<file path="config.mk">
export PLATFORM = sky130hd
export DESIGN_NAME = serial_pixel_deserializer
export DESIGN_NICKNAME = d
export VERILOG_FILES = /design/src/logic/deser_pkg.sv /design/src/logic/serial_pixel_deserializer.sv /design/src/logic/pixel_fifo.sv
export VERILOG_INCLUDE_DIRS = /design/src /design/src/logic
export SDC_FILE = /design/constraint.sdc
export NUM_CORES = 1
export LEC_CHECK = 0
export ABC_AREA = 1
export BUFFER_PORTS_ARGS = -buffer_cell sky130_fd_sc_hd__buf_2
export CAP_MARGIN = 15
export CORE_UTILIZATION = 54
export CTS_CLUSTER_DIAMETER = 120
export DETAILED_ROUTE_END_ITERATION = 6
export PLACE_DENSITY = 0.76
export SLEW_MARGIN = 20
export SYNTH_ARGS = -nofsm -noshare
export SYNTH_HDL_FRONTEND = slang
export SYNTH_SLANG_ARGS = --single-unit
</file>
<file path="constraint.sdc">
create_clock -name mclk -period 4.4 [get_ports mclk]
set_input_delay 0.88 -clock mclk [delete_from_list [all_inputs] [get_ports mclk]]
set_output_delay 0.88 -clock mclk [all_outputs]
set_load 0.005 [all_outputs]
</file>
<file path="src/logic/deser_cfg.svh">
// Constants for the serial pixel deserializer: frame layout, per-lane
// bit counts, synchroniser bit positions and clock-monitor timing.
// Assumes a 10 MHz system clock; included by bare name.
`ifndef DESER_CFG_SVH
`define DESER_CFG_SVH

// ----------------------------------------------------------------
// Frame layout (30-bit frame, identical on both ends of the link)
// ----------------------------------------------------------------
`define FRAME_W 30
`define PAYLOAD_W 27
`define COLOUR_W 24
`define BIT_VSYNC 24
`define BIT_HSYNC 25
`define BIT_DEN 26
`define BIT_PARITY 27
`define WORD_W 28
`define FIFO_DEPTH 8

// ----------------------------------------------------------------
// Lane configurations: bits per lane per frame
// ----------------------------------------------------------------
`define BPL_ONE 5'd30
`define BPL_TWO 5'd15
`define BPL_THREE 5'd10
`define IDLE_COLOUR 24'hffffff

// ----------------------------------------------------------------
// Synchroniser vector bit positions
// ----------------------------------------------------------------
`define SYNC_W 11
`define SY_EN 0
`define SY_LOCK 1
`define SY_CMHI 2
`define SY_CMLO 3
`define SY_FWD 4
`define SY_LINE 5
`define SY_LANE0 6
`define SY_LS_LO 9
`define SY_LS_HI 10

// ----------------------------------------------------------------
// Clock activity monitor timing
// ----------------------------------------------------------------
`define MCLK_KHZ 10000
`define FAST_CLK_KHZ 3000
`define SLOW_CLK_KHZ 500
`define FAST_CYC 5'((`MCLK_KHZ) / (`FAST_CLK_KHZ))
`define SLOW_CYC 5'((`MCLK_KHZ) / (`SLOW_CLK_KHZ))

`endif

</file>
<file path="src/logic/deser_pkg.sv">
// Types shared by the deserializer files: operating modes and
// lane configuration codes. No assumptions beyond the tool.
package deser_pkg;

  // Operating mode of the receiver
  typedef enum logic [1:0] {
    mode_shutdown = 2'b00,
    mode_standby = 2'b01,
    mode_acquire = 2'b10,
    mode_receive = 2'b11
  } mode_e;

  // Lane-select pin codes, high pin first
  typedef enum logic [1:0] {
    one_lane_config = 2'b00,
    two_lane_config = 2'b01,
    three_lane_config = 2'b10,
    reserved_config = 2'b11
  } lane_cfg_e;

endpackage : deser_pkg

</file>
<file path="src/logic/serial_pixel_deserializer.sv">
// Serial-to-parallel pixel receiver: mode sequencing, lane
// deserialisation, odd-parity check and parallel pixel output.
// Assumes the analog front end supplies the PLL line clock, lock
// and common-mode indications as pins; all are synchronised here.
`timescale 1ns/1ps
`default_nettype none
`include "deser_cfg.svh"

// Behaviour
// - Lane pins pick one, two or three lanes; code 11 never receives.
// - One lane: thirty line ticks per frame and per pixel clock.
// - Two lanes: fifteen bits per lane per frame and pixel clock.
// - Three lanes: ten bits per lane per frame.
// - Only the 27 payload bits reach the parallel outputs.
// - Enable low: shutdown, inputs ignored, colour, syncs and link_ready high, others low.
// - Common-mode high or floating clock input forces standby.
// - Forwarded clock below 500 kHz forces standby.
// - Standby ignores lanes, PLL off, outputs show the idle pattern.
// - Enable, clock faster than 3 MHz and low common mode activate.
// - Acquire keeps the idle pattern on every pixel output.
// - Lock enters receive; payload and recreated pixel clock are driven.
// - Parity checked only in receive; no faults otherwise.
// - Odd parity over 27 payload bits plus parity bit.
// - Fault pulse rises with the pixel clock, falls half a pixel later.
// - A failing frame is dropped and the last good payload repeats.
// - Leaving receive switches outputs to the idle pattern at once.
// - Fault pulse lasts half a pixel period, one per bad frame.
module serial_pixel_deserializer (
  input wire logic mclk, // 10 MHz system clock
  input wire logic nrst, // Async reset, active low
  input wire logic receiver_enable_pin, // Enable pin, high runs
  input wire logic lane_select_low, // Lane select, low bit
  input wire logic lane_select_high, // Lane select, high bit
  input wire logic fwd_clk_pin, // Forwarded link clock
  input wire logic line_clk_pin, // PLL line clock
  input wire logic pll_locked_pin, // PLL lock indication
  input wire logic clock_common_mode_level, // High: common mode above 0.9 or floating
  input wire logic cm_below_limit_pin, // High: common mode below 1.3 V
  input wire logic serial_lane_0, // Data lane 0
  input wire logic serial_lane_1, // Data lane 1
  input wire logic serial_lane_2, // Data lane 2
  output logic [23:0] colour_out, // Colour bits
  output logic vertical_sync_out, // Vertical sync
  output logic horizontal_sync_out, // Horizontal sync
  output logic display_enable_out, // Display enable
  output logic pixel_clk_out, // Recreated pixel clock
  output logic parity_fault_pulse, // Parity error pulse
  output logic pll_enable, // PLL power request
  output logic link_ready, // Frame buffer can accept
  output deser_pkg::mode_e mode_out // Current operating mode
);
  import deser_pkg::*;

  // ----------------------------------------------------------------
  // State
  // ----------------------------------------------------------------
  typedef struct packed {
    logic [`SYNC_W-1:0] s1;
    logic [`SYNC_W-1:0] s2;
    logic fwd_d;
    logic line_d;
    mode_e mode;
    logic [4:0] since_edge;
    logic act;
    logic [4:0] bit_cnt;
    logic [`FRAME_W-1:0] frame;
    logic push;
    logic [`WORD_W-1:0] push_word;
    logic [`COLOUR_W-1:0] colour;
    logic vs;
    logic hs;
    logic de;
    logic pclk;
    logic fault;
  } state_s;

  localparam state_s RESET_ST = '{
    mode: mode_shutdown,
    colour: `IDLE_COLOUR,
    vs: 1'b1,
    hs: 1'b1,
    default: '0
  };

  state_s st_reg;
  state_s st_next;

  logic en;
  logic locked;
  logic cm_high;
  logic cm_low;
  logic fwd_rise;
  logic line_rise;
  logic clk_slow;
  logic clk_lost;
  logic [1:0] lane_code;
  logic lane_ok;
  logic [1:0] n_lanes;
  logic [4:0] bpl;
  logic rx;
  logic [4:0] base;
  logic [4:0] idx;
  logic [`FRAME_W-1:0] frame_now;
  logic done;
  logic bad;
  logic pop;
  logic fifo_in_ready;
  logic fifo_out_valid;
  logic [`WORD_W-1:0] fifo_out_data;
  logic fifo_flush;

  // ----------------------------------------------------------------
  // Synchronised pin views
  // ----------------------------------------------------------------
  // Only the second stage is read; the first feeds it alone
  assign en = st_reg.s2[`SY_EN];
  assign locked = st_reg.s2[`SY_LOCK];
  assign cm_high = st_reg.s2[`SY_CMHI];
  assign cm_low = st_reg.s2[`SY_CMLO];
  assign fwd_rise = st_reg.s2[`SY_FWD] & ~st_reg.fwd_d;
  assign line_rise = st_reg.s2[`SY_LINE] & ~st_reg.line_d;
  assign lane_code = {st_reg.s2[`SY_LS_HI], st_reg.s2[`SY_LS_LO]};
  assign clk_slow = st_reg.since_edge >= `SLOW_CYC;
  assign clk_lost = clk_slow | cm_high;
  assign rx = st_reg.mode == mode_receive;

  // Lane configuration decode; reserved code yields no valid setting
  always_comb begin
    lane_ok = 1'b1;
    n_lanes = 2'd1;
    bpl = `BPL_ONE;
    case (lane_cfg_e'(lane_code))
      one_lane_config: begin
        n_lanes = 2'd1;
        bpl = `BPL_ONE;
      end
      two_lane_config: begin
        n_lanes = 2'd2;
        bpl = `BPL_TWO;
      end
      three_lane_config: begin
        n_lanes = 2'd3;
        bpl = `BPL_THREE;
      end
      default: begin
        lane_ok = 1'b0;
      end
    endcase
  end

  // ----------------------------------------------------------------
  // Next-state logic
  // ----------------------------------------------------------------
  // Monitor, mode machine, shifter and output stage in one pass
  always_comb begin
    st_next = st_reg;
    base = '0;
    idx = '0;
    frame_now = st_reg.frame;
    done = 1'b0;
    bad = 1'b0;
    pop = 1'b0;
    st_next.s1 = {lane_select_high, lane_select_low, serial_lane_2, serial_lane_1,
                  serial_lane_0, line_clk_pin, fwd_clk_pin, cm_below_limit_pin,
                  clock_common_mode_level, pll_locked_pin, receiver_enable_pin};
    st_next.s2 = st_reg.s1;
    st_next.fwd_d = st_reg.s2[`SY_FWD];
    st_next.line_d = st_reg.s2[`SY_LINE];

    // Clock monitor: spacing of forwarded clock edges in mclk cycles
    if (fwd_rise) begin
      st_next.since_edge = '0;
      st_next.act = st_reg.since_edge < `FAST_CYC;
    end else if (st_reg.since_edge != 5'h1f) begin
      st_next.since_edge = 5'(st_reg.since_edge + 1'b1);
    end
    if (clk_slow) begin
      st_next.act = 1'b0;
    end

    // Mode sequencing; enable low overrides everything
    case (st_reg.mode)
      mode_shutdown: begin
        if (en) begin
          st_next.mode = mode_standby;
        end
      end
      mode_standby: begin
        if (!clk_lost && st_reg.act && cm_low) begin
          st_next.mode = mode_acquire;
        end
      end
      mode_acquire: begin
        if (clk_lost) begin
          st_next.mode = mode_standby;
        end else if (locked && lane_ok) begin
          st_next.mode = mode_receive;
        end
      end
      mode_receive: begin
        if (clk_lost) begin
          st_next.mode = mode_standby;
        end else if (!locked || !lane_ok) begin
          st_next.mode = mode_acquire;
        end
      end
      default: begin
        st_next.mode = mode_shutdown;
      end
    endcase
    if (!en) begin
      st_next.mode = mode_shutdown;
    end

    // Shifter: a forwarded clock edge restarts the frame count
    base = fwd_rise ? 5'd0 : st_reg.bit_cnt;
    st_next.push = 1'b0;
    if (rx && line_rise) begin
      for (int l = 0; l < 3; l++) begin
        idx = 5'(base * 5'(n_lanes) + 5'(l));
        if (2'(l) < n_lanes) begin
          frame_now[idx] = st_reg.s2[`SY_LANE0 + l];
        end
      end
      st_next.frame = frame_now;
      st_next.bit_cnt = 5'(base + 1'b1);
      if (base == 5'(bpl - 1'b1)) begin
        done = 1'b1;
        st_next.bit_cnt = '0;
      end
    end else if (fwd_rise) begin
      st_next.bit_cnt = '0;
    end

    // Odd parity: 27 payload bits plus parity bit must sum odd
    bad = ~(^frame_now[`BIT_PARITY:0]);
    if (done) begin
      st_next.push = 1'b1;
      st_next.push_word = {bad, frame_now[`PAYLOAD_W-1:0]};
    end

    // Recreated pixel clock: high for the first half of each frame
    st_next.pclk = rx && (st_next.bit_cnt < (bpl >> 1));
    pop = rx && fifo_out_valid && !st_reg.pclk && st_next.pclk;

    // Output stage: a bad word keeps the last good payload
    if (pop) begin
      if (fifo_out_data[`WORD_W-1]) begin
        st_next.fault = 1'b1;
      end else begin
        st_next.colour = fifo_out_data[`COLOUR_W-1:0];
        st_next.vs = fifo_out_data[`BIT_VSYNC];
        st_next.hs = fifo_out_data[`BIT_HSYNC];
        st_next.de = fifo_out_data[`BIT_DEN];
        st_next.fault = 1'b0;
      end
    end
    if (!st_next.pclk) begin
      st_next.fault = 1'b0;
    end

    // Any mode but receive shows the idle pattern from this edge on
    if (st_next.mode != mode_receive) begin
      st_next.colour = `IDLE_COLOUR;
      st_next.vs = 1'b1;
      st_next.hs = 1'b1;
      st_next.de = 1'b0;
      st_next.pclk = 1'b0;
      st_next.fault = 1'b0;
      st_next.bit_cnt = '0;
      st_next.push = 1'b0;
    end
  end

  // State register
  always_ff @(posedge mclk or negedge nrst) begin
    if (!nrst) begin
      st_reg <= RESET_ST;
    end else begin
      st_reg <= st_next;
    end
  end

  // ----------------------------------------------------------------
  // Frame buffer between shifter and output stage
  // ----------------------------------------------------------------
  // Flushed outside receive so stale pixels never reappear later
  assign fifo_flush = !rx;

  pixel_fifo #(
    .W(`WORD_W),
    .D(`FIFO_DEPTH)
  ) u_fifo (
    .mclk(mclk),
    .nrst(nrst),
    .flush(fifo_flush),
    .in_valid(st_reg.push),
    .in_data(st_reg.push_word),
    .in_ready(fifo_in_ready),
    .out_valid(fifo_out_valid),
    .out_data(fifo_out_data),
    .out_ready(pop)
  );

  // Outputs from the state register; link_ready from the FIFO count
  assign colour_out = st_reg.colour;
  assign vertical_sync_out = st_reg.vs;
  assign horizontal_sync_out = st_reg.hs;
  assign display_enable_out = st_reg.de;
  assign pixel_clk_out = st_reg.pclk;
  assign parity_fault_pulse = st_reg.fault;
  assign pll_enable = st_reg.mode == mode_acquire || rx;
  assign link_ready = fifo_in_ready;
  assign mode_out = st_reg.mode;
endmodule : serial_pixel_deserializer
`default_nettype wire

</file>
<file path="src/logic/pixel_fifo.sv">
// Small flop-based FIFO with valid/ready on both sides.
// Assumes one clock domain and a power-of-two depth.
`timescale 1ns/1ps
`default_nettype none

module pixel_fifo #(
  parameter int W = 28,
  parameter int D = 8
) (
  input wire logic mclk, // System clock
  input wire logic nrst, // Async reset, active low
  input wire logic flush, // Empties the FIFO
  input wire logic in_valid, // Write request
  input wire logic [W-1:0] in_data, // Write data
  output logic in_ready, // Space available
  output logic out_valid, // Data available
  output logic [W-1:0] out_data, // Head word
  input wire logic out_ready // Read accept
);
  localparam int AW = $clog2(D);

  typedef struct packed {
    logic [D-1:0][W-1:0] mem;
    logic [AW-1:0] wp;
    logic [AW-1:0] rp;
    logic [AW:0] cnt;
  } fifo_s;

  fifo_s st_reg;
  fifo_s st_next;
  logic push;
  logic pop;

  // ----------------------------------------------------------------
  // Handshakes come straight from the count
  // ----------------------------------------------------------------
  assign in_ready = st_reg.cnt != (AW+1)'(D);
  assign out_valid = st_reg.cnt != '0;
  assign out_data = st_reg.mem[st_reg.rp];
  assign push = in_valid & in_ready;
  assign pop = out_valid & out_ready;

  // Pointer and count update; flush wins over traffic
  always_comb begin
    st_next = st_reg;
    if (push) begin
      st_next.mem[st_reg.wp] = in_data;
      st_next.wp = AW'(st_reg.wp + 1'b1);
    end
    if (pop) begin
      st_next.rp = AW'(st_reg.rp + 1'b1);
    end
    st_next.cnt = (AW+1)'(st_reg.cnt + {{AW{1'b0}}, push} - {{AW{1'b0}}, pop});
    if (flush) begin
      st_next.wp = '0;
      st_next.rp = '0;
      st_next.cnt = '0;
    end
  end

  // State register
  always_ff @(posedge mclk or negedge nrst) begin
    if (!nrst) begin
      st_reg <= '0;
    end else begin
      st_reg <= st_next;
    end
  end

endmodule : pixel_fifo
`default_nettype wire

</file>
# == Word level (Yosys, flattened, before mapping) ==
# Cells that the tools add are included.
# W data, S select, Z words.
# op_classes
addsub,9
n_eq_ne,13
n_mux,51
n_mul,1
n_lt_le_gt_ge,15
reduce_logical,27
bitwise_logic,8
# op_table
cell,count
$bwmux W224,1
$mux W30,5
$bwmux W30,3
$bmux W28 S3,1
$demux W28 S3,1
$mux W28,3
$mux W29,2
$mux W27,2
$mux W5,6
$reduce_xor A28 Y1,1
$lt A5 B6 Y1 const B,3
$add A5 B1 Y5 const B,3
$demux W1 S5,3
$ge A5 B1 Y1 const B,3
$logic_and A1 B1 Y1,12
$mux W1,12
$mux W2,6
$mux W10,1
$pmux W5 S2,1
$lt A3 B4 Y1 const B,2
$pmux W2 S4,1
$add A3 B1 Y3 const B,2
$eq A2 B2 Y1 const B,3
$mux W3,2
other kinds (29),45
# word_totals
ff_bits,359
output_inout_bits,33
inputBits,13
wordCells,153

# == Depth between registers and ports, before layout ==
# Gate-level depths: netlist of run 1.
# depth
depth_word,21
ltp_mapped,36
ltp_nobuf,35

# == By module ==
# From an unflattened synthesis of run 1, not the netlist that was laid out.
# unflattened
hier_cells,3061
hier_area_um2,21473.1
# modules_own_cells
module,cells_each,area_each_um2,seq_area_each_um2,instances
pixel_fifo,1858,13015.0,5855.6,1
serial_pixel_deserializer,1203,8458.1,3110.5,1

# == Worst setup path after synthesis of run 1 ==
# No wires, ideal clock.
# synth_timing
path_type,reg-to-reg
start,reg st_reg (netlist bit lane_code[1])
end,reg st_reg[56] (netlist bit)
stages_incl_launch_ff,28
t_arrival_ps,3772
synth_period_minus_slack_ps,3889
path_buffers,0
t_required_ps,4283
setup_slack_ps,511
setup_ps,117
cell_sequence,dfrtp_1 -> inv_1 -> ha_1 -> inv_1 -> ha_1 -> ha_1 -> fa_1 -> ha_1 -> nand2_1 -> inv_2 -> xor2_4 -> inv_6 -> nor3_4 -> nand3_1 -> nand3_2 -> nand2_1 -> o21ai_1 -> nand2_1 -> nand2_1 -> nand2_1 -> nand2_1 -> nand2_1 -> nand2_1 -> nand2_1 -> nand2_1 -> nand2_1 -> nand3_1 -> nand2_1
# synth_between
elab_chain_cells,18
word_cells_on_any_way,40
cone_classes,3 x add/sub; 1 x mul; 9 x order compare; 3 x eq/ne; 19 x mux; 1 x bitwise; 4 x reduce/logical
# synth_lines
item,line,rtl
start: declaration,serial_pixel_deserializer.sv:85,state_s st_reg;
start signal: assignment,serial_pixel_deserializer.sv:280,st_reg <= st_next;
branches (longest 18 deep; another with $lt A5 B6 Y1),-,
# Parallel ways; which one is timed is not known. The select of a mux whose other input is x is not followed.
# A chain may end at the register's enable or synchronous reset.

# == Final worst setup path of run 1 ==
# layout_timing
start,reg st_reg (netlist bit st_next[102])
end,reg st_reg[56] (netlist bit)
# layout_between
elab_chain_cells,18
word_cells_on_any_way,34
cone_classes,2 x add/sub; 1 x mul; 6 x order compare; 1 x eq/ne; 18 x mux; 2 x bitwise; 4 x reduce/logical
# layout_lines
item,line,rtl
$and A1 B1 Y1 (*),serial_pixel_deserializer.sv:120,assign fwd_rise = st_reg.s2[`SY_FWD] & ~st_reg.fwd_d;
$mux W5 (*),serial_pixel_deserializer.sv:216,base = fwd_rise ? 5'd0 : st_reg.bit_cnt;
$mul A5 B2 Y5 (*),serial_pixel_deserializer.sv:220,idx = 5'(base * 5'(n_lanes) + 5'(l));
branches (longest 11 deep; another with $lt A5 B6 Y1),-,
$mux W30 (*),serial_pixel_deserializer.sv:221,if (2'(l) < n_lanes) begin
$mux W28 (*),serial_pixel_deserializer.sv:218,if (rx && line_rise) begin
named net frame_now[25],serial_pixel_deserializer.sv:103,logic [`FRAME_W-1:0] frame_now;
$reduce_xor A28 Y1 (*),serial_pixel_deserializer.sv:236,bad = ~(^frame_now[`BIT_PARITY:0]);
$not A1 Y1 (*),serial_pixel_deserializer.sv:236,
# Mark *: on every way through the listed nets, which the timed path passes. The select of a mux whose other input is x is not followed.

==> summary.log, run 1 <==
[place] DPL Wire Length 29400 µm
[cells_and_area] fill cell total of the finished layout 2908
[power_and_ir_drop] switching power of the nets 2.03 mW
[global_routing] maximum number of pins on one net before global-route repair 109
[power_and_ir_drop] leakage power summed over all cells 9.53 nW
[hold_path] class of the most critical hold timing path input port to async pin
[timing] final period demand of the worst path 4.08 ns
[synthesis] register bit total from synthesis 357
[synthesis] Seq/Total Area, Yosys 0.487
[power_and_ir_drop] Seq pwr share 0.446
[detailed_routing] drt drc 0
[job] max-cap violation count 0
[cells_and_area] diodes inserted 0
[clock_tree] clock root buffer sky130_fd_sc_hd__clkbuf_16
[synthesis] Syn Std Cell Area 18400 µm²
[floorplan] Core Region 33500 µm²
[setup_path] Worst R2R Setup Slack 0.32 ns
[timing] count of final max-slew check failures 0
[setup_path] required time reported for the critical path endpoint 4.83 ns
[place] port buffer count 45
[synthesis] syn_area_per_cell 7.98 µm²
[timing] highest attainable clock frequency 0.245 GHz
[setup_path] capturing element type of the critical path flop
[detailed_routing] post-DR vias/cell 5.80
[cells_and_area] layout overhead on the synthesized area 10.7%
[run_status] status finished clean
[power_and_ir_drop] combinational group share of total power 0.113
[clock_tree] clk buf depth 3
[clock_tree] clk_lat worst skew 0.55 ns
[setup_path] crit-path max cell delay 0.48 ns
[synthesis] EDFF count, synth 0
[detailed_routing] Iteration-0 DRC Markers 1899
[global_routing] global-route usage over all layers 0.277
[floorplan] Placement Rows 67
[power_and_ir_drop] part of the power in the clock network 0.441
[setup_path] peak fanout along the critical path 10
[clock_tree] CTS clock-pin slew for the worst setup and hold paths 0.06 ns
[setup_path] worst r2r dst st_reg[56]
[power_and_ir_drop] switch share 0.263
[detailed_routing] vias post-DR 16.1k
[floorplan] number of top-level pins 46
[detailed_routing] count of TritonRoute iterations in the first routing pass 6
[global_routing] antenna violations before repair 0
[detailed_routing] WL/cell 17.4 µm
[cells_and_area] area of all placed cells without fillers 20400 µm²
[cells_and_area] final net count 2327
[timing] Setup TNS Final 0 ns
[setup_path] worst reg2reg path depth 31
[synthesis] number of synthesis warnings 0
[global_routing] overflow left after global routing 0
[power_and_ir_drop] worst voltage drop across the vdd grid 0.255 mV
[setup_path] Critical Setup Path Class flop to flop
[timing] final setup violation count 0
[cells_and_area] ratio of cells with drive above 1 in the final layout 0.140
[setup_path] Worst R2R Start st_next[102]
[floorplan] Die Outline Area 34900 µm²
[synthesis] share of async-settable or async-resettable flops after synthesis 1.00
[clock_tree] CTS tree done
[setup_path] CP max stage cell sky130_fd_sc_hd__fa_2
[cells_and_area] max FFs per register 234
[setup_path] cell occurring most often along the worst timing path sky130_fd_sc_hd__nand2_1
[timing] transition time at the pin with the least slew margin 0.966 ns
[clock_tree] count of hold-fix buffers inserted at cts 0
[setup_path] WP data arrival 4.51 ns
[clock_tree] number of buffers created by CTS 39
[floorplan] Die Span Y 187 µm
[power_and_ir_drop] cell-internal power 5.71 mW
[place] GP Congestion 0.936
[timing] crit share post-route 0.927
[timing] worst slew margin relative to its limit 0.356
[floorplan] initial core utilization 0.550
[global_routing] number of global-route vias before repair 15.3k
[place] cell area reported after detailed placement 18800 µm²
[global_routing] wire length of the first global-routing pass 78700 µm
[synthesis] number of nets produced by synthesis 2348
[setup_path] crit start category flop
[synthesis] Most used DFF post-synth sky130_fd_sc_hd__dfrtp_1
[synthesis] distinct cell type count of the synthesized netlist 58
[detailed_routing] Total Routed Length 48200 µm
[clock_tree] H-Tree Level Count 2
[clock_tree] clock sink count 357
[detailed_routing] antenna-violating nets left 0
[synthesis] number of cells produced by synthesis 2310
[power_and_ir_drop] power per standard cell area 379 nW/µm²
[timing] Final Skew 0.0190 ns
[floorplan] width of the die 187 µm
[timing] Final Hold Fails 0
worst max path at each step:
stage                     slack [ns]  cells after the start    startpoint         end
after floorplan                 0.51                     27  lane_code[1]  st_reg[56]
after global placement          0.26                     25  st_next[102]  st_reg[56]
after detailed placement        0.08                     27  lane_code[1]  st_reg[56]
after CTS                       0.06                     27  lane_code[1]  st_reg[56]
after global routing           -0.03                     31  st_next[102]  st_reg[56]
final                           0.32                     31  st_next[102]  st_reg[56]
final cells by class:
class	count	area (µm²)	share of cell area
Clock buffer	53	1120	0.0548
Clock inverter	19	244	0.0120
Inverter	172	656	0.0321
Multi-Input combinational cell	1618	8110	0.398
Sequential cell	357	8970	0.440
Tap cell	448	561	0.0275
Timing Repair Buffer	101	739	0.0363
routing by layer:
layer / vias to the layer above / GRT usage / share of wire
met5: - / 0 / 0
met4: 0 / 0.0968 / 0.027
met3: 112 / 0.0416 / 0.081
met2: 706 / 0.450 / 0.47
met1: 7649 / 0.380 / 0.42
li1: 7584 / - / -
placed cells by master, fill, tap and decap left out, types with 7 or more instances in the layout:
cell type	instances
sky130_fd_sc_hd__o22ai_1	30
sky130_fd_sc_hd__nand2_2	18
sky130_fd_sc_hd__nand2_4	7
sky130_fd_sc_hd__dfrtp_1	330
sky130_fd_sc_hd__a21oi_1	25
sky130_fd_sc_hd__a31oi_1	30
sky130_fd_sc_hd__nor2_1	229
sky130_fd_sc_hd__buf_2	44
sky130_fd_sc_hd__clkbuf_8	9
sky130_fd_sc_hd__nand4_1	49
sky130_fd_sc_hd__a21oi_2	11
sky130_fd_sc_hd__clkbuf_16	40
sky130_fd_sc_hd__buf_4	49
sky130_fd_sc_hd__o21ai_0	400
sky130_fd_sc_hd__nor2_4	8
sky130_fd_sc_hd__inv_2	15
sky130_fd_sc_hd__nand2_1	553
sky130_fd_sc_hd__o221ai_1	22
sky130_fd_sc_hd__nor2_2	29
sky130_fd_sc_hd__clkinv_2	9
sky130_fd_sc_hd__ha_1	20
sky130_fd_sc_hd__inv_1	152
sky130_fd_sc_hd__nand3_2	13
sky130_fd_sc_hd__dfstp_2	26
sky130_fd_sc_hd__nand3_1	109
cells in the mapped netlist, drive strengths merged, types with 30 or more instances:
master	instances	area, µm²
nand2	577	2240
nand4	49	307
o22ai	30	188
nand3	122	646
inv	170	648
a21oi	37	238
a31oi	30	188
nor2	268	1120
dfrtp	331	8280
o21ai	410	2060
buf	47	347
clkbuf	117	489
worst max-delay path: cells and delay by family, from the launching register on:
kind | cells | cell delay, ns
DFF | 1 | 0.40
buffers and inverters | 6 | 0.58
xor gates and xnor gates | 1 | 0.18
adders and majority gates | 3 | 0.92
and+or+nand+nor | 21 | 1.89
repair_timing:
| item | in CTS | in global routing |
|---|---|---|
| setup endpoints to repair | 0 | 2 |
| setup buffers | 0 | 10 |
| gates resized for setup | 0 | 41 |
power groups by stage:
stage / sequential, mW / combinational [mW] / clock, mW
2_1_floorplan: 3.48 / 0.627 / 0
3_3_place_gp: 3.50 / 0.825 / 0
3_5_place_dp: 3.50 / 0.853 / 0
4_1_cts: 3.45 / 0.856 / 3.47
5_1_grt: 3.46 / 1.02 / 3.59
6_report: 3.45 / 0.878 / 3.41
through the flow:
step | power (mW) | hold WS (ns) | worst slack, ns | util | instances
2_1_floorplan | 4.10 | 0.331 | 0.511 | - | 2310
3_3_place_gp | 4.33 | 0.334 | 0.259 | 0.560 | 2684
3_5_place_dp | 4.35 | 0.335 | 0.0756 | 0.560 | 2684
4_1_cts | 7.77 | 0.347 | 0.0645 | 0.601 | 2756
5_1_grt | 8.06 | 0.350 | -0.0337 | 0.608 | 2768
6_report | 7.74 | 0.339 | 0.319 | 0.608 | 2768
cells by family after synthesis:
kind of cell,share of synthesized area
compound gates,0.166
xor+xnor,0.00591
buf+inv,0.0809
flops,0.487
fa+ha+maj,0.0178
simple gates,0.243
(Power assumes the default switching activity.)
==> run 2, diff against run 1 <==
--- a/config.mk
+++ b/config.mk
@@ -13,6 +13,7 @@
 export CTS_CLUSTER_DIAMETER = 120
 export DETAILED_ROUTE_END_ITERATION = 6
 export PLACE_DENSITY = 0.76
+export SETUP_SLACK_MARGIN = 0.4
 export SLEW_MARGIN = 20
 export SYNTH_ARGS = -nofsm -noshare
 export SYNTH_HDL_FRONTEND = slang
==> run 2 against run 1 <==
Against the previous run: fmax is 2.0% higher; count of clock-buffer cells in the layout stayed put; cell count is 0.72% higher; power is 1.0% higher; critical path type unchanged; critical endpoint unchanged; largest cell class unchanged.
==> summary.log, run 2 (synthesized netlist as in run 1, its figures left out) <==
[clock_tree] clock sink count 357
[detailed_routing] Iteration-0 DRC Markers 1858
[job] max-cap violation count 0
[detailed_routing] WL/cell 17.6 µm
[setup_path] required time reported for the critical path endpoint 4.84 ns
[power_and_ir_drop] cell-internal power 5.74 mW
[power_and_ir_drop] part of the power in the clock network 0.437
[cells_and_area] commonest non-fill, non-tap cell in the layout sky130_fd_sc_hd__nand2_1
[detailed_routing] drt drc 0
[power_and_ir_drop] post-route total power 7.82 mW
[power_and_ir_drop] switch share 0.266
[power_and_ir_drop] leakage power summed over all cells 9.70 nW
[global_routing] maximum number of pins on one net before global-route repair 109
[setup_path] Worst R2R Start lane_code[1]
[timing] final period demand of the worst path 4.00 ns
[clock_tree] number of buffers created by CTS 39
[setup_path] worst reg2reg path depth 26
[global_routing] antenna violations before repair 0
[global_routing] global-route usage over all layers 0.280
[clock_tree] H-Tree Level Count 2
[cells_and_area] ratio of cells with drive above 1 in the final layout 0.165
[cells_and_area] diodes inserted 0
[timing] final setup violation count 0
[detailed_routing] Total Routed Length 49100 µm
[floorplan] Die Outline Area 34900 µm²
[setup_path] Worst R2R Setup Slack 0.40 ns
[setup_path] WP data arrival 4.44 ns
[place] DPL Wire Length 29400 µm
[floorplan] number of top-level pins 46
[cells_and_area] fill cell total of the finished layout 2822
[cells_and_area] final net count 2347
[floorplan] initial core utilization 0.550
[detailed_routing] post-DR vias/cell 5.84
[setup_path] peak fanout along the critical path 7
[power_and_ir_drop] switching power of the nets 2.08 mW
[setup_path] capturing element type of the critical path flop
[timing] count of final max-slew check failures 0
[clock_tree] clk_lat worst skew 0.56 ns
[timing] Setup TNS Final 0 ns
[detailed_routing] count of TritonRoute iterations in the first routing pass 6
[floorplan] Die Span Y 187 µm
[timing] highest attainable clock frequency 0.250 GHz
[power_and_ir_drop] power per standard cell area 375 nW/µm²
[setup_path] worst r2r dst st_reg[56]
[clock_tree] clock root buffer sky130_fd_sc_hd__clkbuf_16
[run_status] status finished clean
[setup_path] Critical Setup Path Class flop to flop
[clock_tree] CTS clock-pin slew for the worst setup and hold paths 0.06 ns
[clock_tree] clk buf depth 3
[global_routing] number of global-route vias before repair 15.5k
[power_and_ir_drop] worst voltage drop across the vdd grid 0.255 mV
[timing] crit share post-route 0.909
[timing] worst slew margin relative to its limit 0.346
[timing] Final Hold Fails 0
[timing] RSZ-0062 raised after global routing yes
[global_routing] wire length of the first global-routing pass 79300 µm
[power_and_ir_drop] Seq pwr share 0.441
[setup_path] crit start category flop
[setup_path] first element of the critical path lane_code[1]
[floorplan] Core Region 33500 µm²
[cells_and_area] layout overhead on the synthesized area 13.2%
[power_and_ir_drop] combinational group share of total power 0.122
[cells_and_area] highest-count cells in the layout ignoring fill and taps sky130_fd_sc_hd__nand2_1, sky130_fd_sc_hd__o21ai_0, sky130_fd_sc_hd__dfrtp_1
[place] port buffer count 45
[cells_and_area] max FFs per register 234
[floorplan] width of the die 187 µm
[timing] transition time at the pin with the least slew margin 0.979 ns
[floorplan] Placement Rows 67
[detailed_routing] antenna-violating nets left 0
[clock_tree] CTS tree done
[place] GP Congestion 0.936
[global_routing] overflow left after global routing 0
[detailed_routing] vias post-DR 16.3k
[hold_path] class of the most critical hold timing path input port to async pin
[timing] Final Skew 0.0196 ns
## run 2: worst max-delay path by stage
stage                            end  slack, ns
after floorplan           st_reg[56]       0.51
after global placement    st_reg[56]       0.26
after detailed placement  st_reg[56]       0.08
after CTS                 st_reg[56]       0.41
after global routing      st_reg[56]       0.14
final                     st_reg[56]       0.40
## run 2: layout make-up
cell class                      count  area [µm²]  area share
Sequential cell                   357        8970       0.430
Multi-Input combinational cell   1620        8420       0.404
Clock buffer                       53        1120      0.0536
Timing Repair Buffer              119         888      0.0426
Inverter                          172         663      0.0318
Tap cell                          448         561      0.0269
Clock inverter                     19         244      0.0117
## run 2: per-layer routing
| layer | vias up | GRT usage | share of wire |
|---|---|---|---|
| li1 | 7625 | - | - |
| met1 | 7762 | 0.382 | 0.42 |
| met2 | 746 | 0.453 | 0.47 |
| met3 | 148 | 0.0425 | 0.083 |
| met4 | 0 | 0.102 | 0.033 |
| met5 | - | 0 | 0 |
## run 2: repair_timing
| action | in CTS | in global routing |
|---|---|---|
| cloned | 2 | 2 |
| setup endpoints to repair | 4 | 5 |
| pin swaps | 11 | 52 |
| setup buffers | 6 | 22 |
| resized for setup | 25 | 92 |
| hold buffers | 0 | 0 |
## run 2: worst max-delay path, cell delays in order (launching register included)
cell,delay (ns)
sky130_fd_sc_hd__dfrtp_2,0.44
sky130_fd_sc_hd__inv_2,0.08
sky130_fd_sc_hd__ha_4,0.17
sky130_fd_sc_hd__inv_4,0.05
sky130_fd_sc_hd__ha_4,0.16
sky130_fd_sc_hd__ha_4,0.16
sky130_fd_sc_hd__fa_2,0.64
sky130_fd_sc_hd__inv_2,0.08
sky130_fd_sc_hd__buf_6,0.13
sky130_fd_sc_hd__nor3_4,0.29
sky130_fd_sc_hd__nand3_4,0.19
sky130_fd_sc_hd__nand2_8,0.16
sky130_fd_sc_hd__nand4_1,0.13
sky130_fd_sc_hd__nand3_2,0.10
sky130_fd_sc_hd__nand3_2,0.09
sky130_fd_sc_hd__a21oi_2,0.20
sky130_fd_sc_hd__nand2_1,0.07
sky130_fd_sc_hd__nand2_1,0.09
sky130_fd_sc_hd__nand2_1,0.07
sky130_fd_sc_hd__nand2_2,0.12
sky130_fd_sc_hd__inv_2,0.07
sky130_fd_sc_hd__nand2_2,0.07
sky130_fd_sc_hd__nand3_2,0.08
sky130_fd_sc_hd__nand2_2,0.09
sky130_fd_sc_hd__nand3_1,0.07
sky130_fd_sc_hd__nand3_1,0.07
sky130_fd_sc_hd__nand2_1,0.05
## run 2: stage by stage
step	area [µm²]	hold slack, ns	util	setup WS [ns]	std cells
6_report	20900	0.303	0.622	0.399	2788
5_1_grt	20900	0.350	0.622	0.140	2788
4_1_cts	20300	0.347	0.605	0.412	2764
3_5_place_dp	18800	0.335	0.560	0.0756	2684
3_3_place_gp	18800	0.334	0.560	0.259	2684
2_1_floorplan	18400	0.331	-	0.511	2310
## run 2: power by group through the flow
stage	clock [mW]	combinational (mW)	sequential (mW)
floorplan	0	0.627	3.48
global placement	0	0.825	3.50
detailed placement	0	0.853	3.50
CTS	3.47	0.861	3.45
global route	3.59	1.09	3.46
finish	3.42	0.954	3.45
==> run 3, diff against run 2 <==
--- a/config.mk
+++ b/config.mk
@@ -9,12 +9,12 @@
 export ABC_AREA = 1
 export BUFFER_PORTS_ARGS = -buffer_cell sky130_fd_sc_hd__buf_2
 export CAP_MARGIN = 15
-export CORE_UTILIZATION = 54
+export CORE_UTILIZATION = 40
 export CTS_CLUSTER_DIAMETER = 120
 export DETAILED_ROUTE_END_ITERATION = 6
-export PLACE_DENSITY = 0.76
+export PLACE_DENSITY = 0.67
 export SETUP_SLACK_MARGIN = 0.4
-export SLEW_MARGIN = 20
+export SLEW_MARGIN = 10
 export SYNTH_ARGS = -nofsm -noshare
 export SYNTH_HDL_FRONTEND = slang
 export SYNTH_SLANG_ARGS = --single-unit
==> run 3 against run 2 <==
Against the previous run: power rose by 0.72%; sequential share of layout area fell by 0.49 points; cell area grew 1.1%; fmax increased by 2.2%; flip-flop and latch count stayed put; via count down 2.4%; critical path depth unchanged.
==> summary.log, run 3 (synthesized netlist as in run 1, its figures left out) <==
[detailed_routing] drt drc 0
[floorplan] number of top-level pins 46
[cells_and_area] max FFs per register 234
[timing] RSZ-0062 raised after global routing yes
[job] max-cap violation count 0
[hold_path] class of the most critical hold timing path flop to flop
[run_status] status finished clean
[setup_path] CP max stage cell sky130_fd_sc_hd__fa_2
[global_routing] wire length of the first global-routing pass 80300 µm
[setup_path] peak fanout along the critical path 4
[setup_path] first element of the critical path lane_code[1]
[timing] Final Skew 0.0162 ns
[power_and_ir_drop] power per standard cell area 373 nW/µm²
[detailed_routing] Total Routed Length 49700 µm
[timing] final period demand of the worst path 3.91 ns
[place] Setup WS pre-CTS 0.102 ns
[timing] count of final max-slew check failures 0
[cells_and_area] diodes inserted 0
[setup_path] crit-path max cell delay 0.64 ns
[global_routing] overflow left after global routing 0
[hold_path] hold wc startpoint st_next[111]
[global_routing] global-route usage over all layers 0.212
[setup_path] capturing element type of the critical path flop
[clock_tree] number of buffers created by CTS 41
[global_routing] antenna violations before repair 0
[cells_and_area] commonest non-fill, non-tap cell in the layout sky130_fd_sc_hd__nand2_1
[floorplan] Core Region 45400 µm²
[timing] final setup violation count 0
[place] GP Congestion 0.897
[clock_tree] H-Tree Level Count 2
[setup_path] crit start category flop
[cells_and_area] layout overhead on the synthesized area 14.5%
[clock_tree] CTS tree done
[cells_and_area] area of all placed cells without fillers 21100 µm²
[timing] highest attainable clock frequency 0.255 GHz
[timing] transition time at the pin with the least slew margin 1.06 ns
[timing] worst slew margin relative to its limit 0.293
[detailed_routing] vias post-DR 15.9k
[floorplan] initial core utilization 0.406
[place] DPL Wire Length 29900 µm
[power_and_ir_drop] Seq pwr share 0.438
[detailed_routing] Iteration-0 DRC Markers 1570
[timing] crit share post-route 0.890
[setup_path] Worst R2R Start lane_code[1]
[power_and_ir_drop] leakage power summed over all cells 9.72 nW
[cells_and_area] filler-free cell count of the finished design 2949
[place] Cells after DPL 2838
[global_routing] number of global-route vias before repair 15.4k
[power_and_ir_drop] part of the power in the clock network 0.442
[cells_and_area] final net count 2356
[clock_tree] clock root buffer sky130_fd_sc_hd__clkbuf_16
[clock_tree] count of hold-fix buffers inserted at cts 0
[clock_tree] CTS clock-pin slew for the worst setup and hold paths 0.06 ns
[detailed_routing] post-DR vias/cell 5.39
[cells_and_area] area taken by multi-input logic gates 8300 µm²
[cells_and_area] fill cell total of the finished layout 4412
[detailed_routing] count of TritonRoute iterations in the first routing pass 5
[cells_and_area] ratio of cells with drive above 1 in the final layout 0.162
[setup_path] WP data arrival 4.38 ns
[clock_tree] clk buf depth 3
[place] cell area reported after detailed placement 19000 µm²
[power_and_ir_drop] worst voltage drop across the vdd grid 0.266 mV
[timing] Setup TNS Final 0 ns
[floorplan] Placement Rows 78
[timing] Final Hold Fails 0
[setup_path] required time reported for the critical path endpoint 4.87 ns
[place] port buffer count 45
[power_and_ir_drop] combinational group share of total power 0.120
[clock_tree] clk_lat worst skew 0.57 ns
[timing] final worst slack 0.485 ns
[power_and_ir_drop] switching power of the nets 2.09 mW
[floorplan] width of the die 217 µm
[power_and_ir_drop] switch share 0.266
[power_and_ir_drop] post-route total power 7.88 mW
[setup_path] cell occurring most often along the worst timing path sky130_fd_sc_hd__nand2_1
[floorplan] Die Outline Area 46900 µm²
[floorplan] Die Span Y 217 µm
[detailed_routing] antenna-violating nets left 0
[setup_path] Critical Setup Path Class flop to flop
[power_and_ir_drop] cell-internal power 5.78 mW
[cells_and_area] highest-count cells in the layout ignoring fill and taps sky130_fd_sc_hd__nand2_1, sky130_fd_sc_hd__o21ai_0, sky130_fd_sc_hd__dfrtp_1
[cells_and_area] register area 8970 µm²
[detailed_routing] WL/cell 16.8 µm
[global_routing] maximum number of pins on one net before global-route repair 115
[clock_tree] clock sink count 357
-- run 3: path summary, 6_finish.rpt --
| path | end | slack, ns | cells past startpoint |
|---|---|---|---|
| min reg2reg | st_reg[111] | 0.34 | 0 |
| max reg2reg | st_reg[56] | 0.49 | 26 |
| max in group asynchronous | colour_out[18] | 2.98 | 2 |
| min | st_reg[111] | 0.34 | 0 |
| min in group asynchronous | u_fifo.st_reg[38] | 0.38 | 1 |
| max | st_reg[56] | 0.49 | 26 |
-- run 3: timing repair --
action                                  in CTS  in global routing
setup buffers                                8                 26
cloned                                       1                  2
gates resized for setup                     17                 76
hold endpoints to repair                     0                  0
pin swaps                                    7                 58
endpoints found under the setup margin       1                  4
-- run 3: power groups by stage --
stage	clock network (mW)	registers [mW]	logic, mW
3_5_place_dp	0	3.51	0.848
2_1_floorplan	0	3.48	0.627
6_report	3.48	3.45	0.942
3_3_place_gp	0	3.51	0.822
5_1_grt	3.68	3.46	1.08
4_1_cts	3.56	3.45	0.861
-- run 3: routing by layer --
metal	up-vias	wire, µm	global-route usage
met5	-	0	0
met4	0	1460	0.0808
met3	112	3000	0.0293
met2	501	22600	0.337
met1	7618	22600	0.292
li1	7652	-	-
-- run 3: metrics by stage --
stage | util | hold slack [ns]
2_1_floorplan | - | 0.331
3_3_place_gp | 0.419 | 0.332
3_5_place_dp | 0.419 | 0.335
4_1_cts | 0.454 | 0.345
5_1_grt | 0.465 | 0.351
6_report | 0.465 | 0.339
-- run 3: critical path: cells and delay by family (launching register included) --
family          cells  cell delay, ns
simple gates       15            1.09
fa+ha+maj           3            1.10
xor+xnor            1            0.28
flops               1            0.40
buf+inv             6            0.71
compound gates      1            0.21
-- run 3: layout make-up --
class / instances / area share
clock buffer: 60 / 0.0582
clock inverter: 14 / 0.00777
inverter: 172 / 0.0313
multi-input combinational: 1618 / 0.393
sequential: 357 / 0.425
tap: 600 / 0.0356
timing repair buffer: 128 / 0.0489
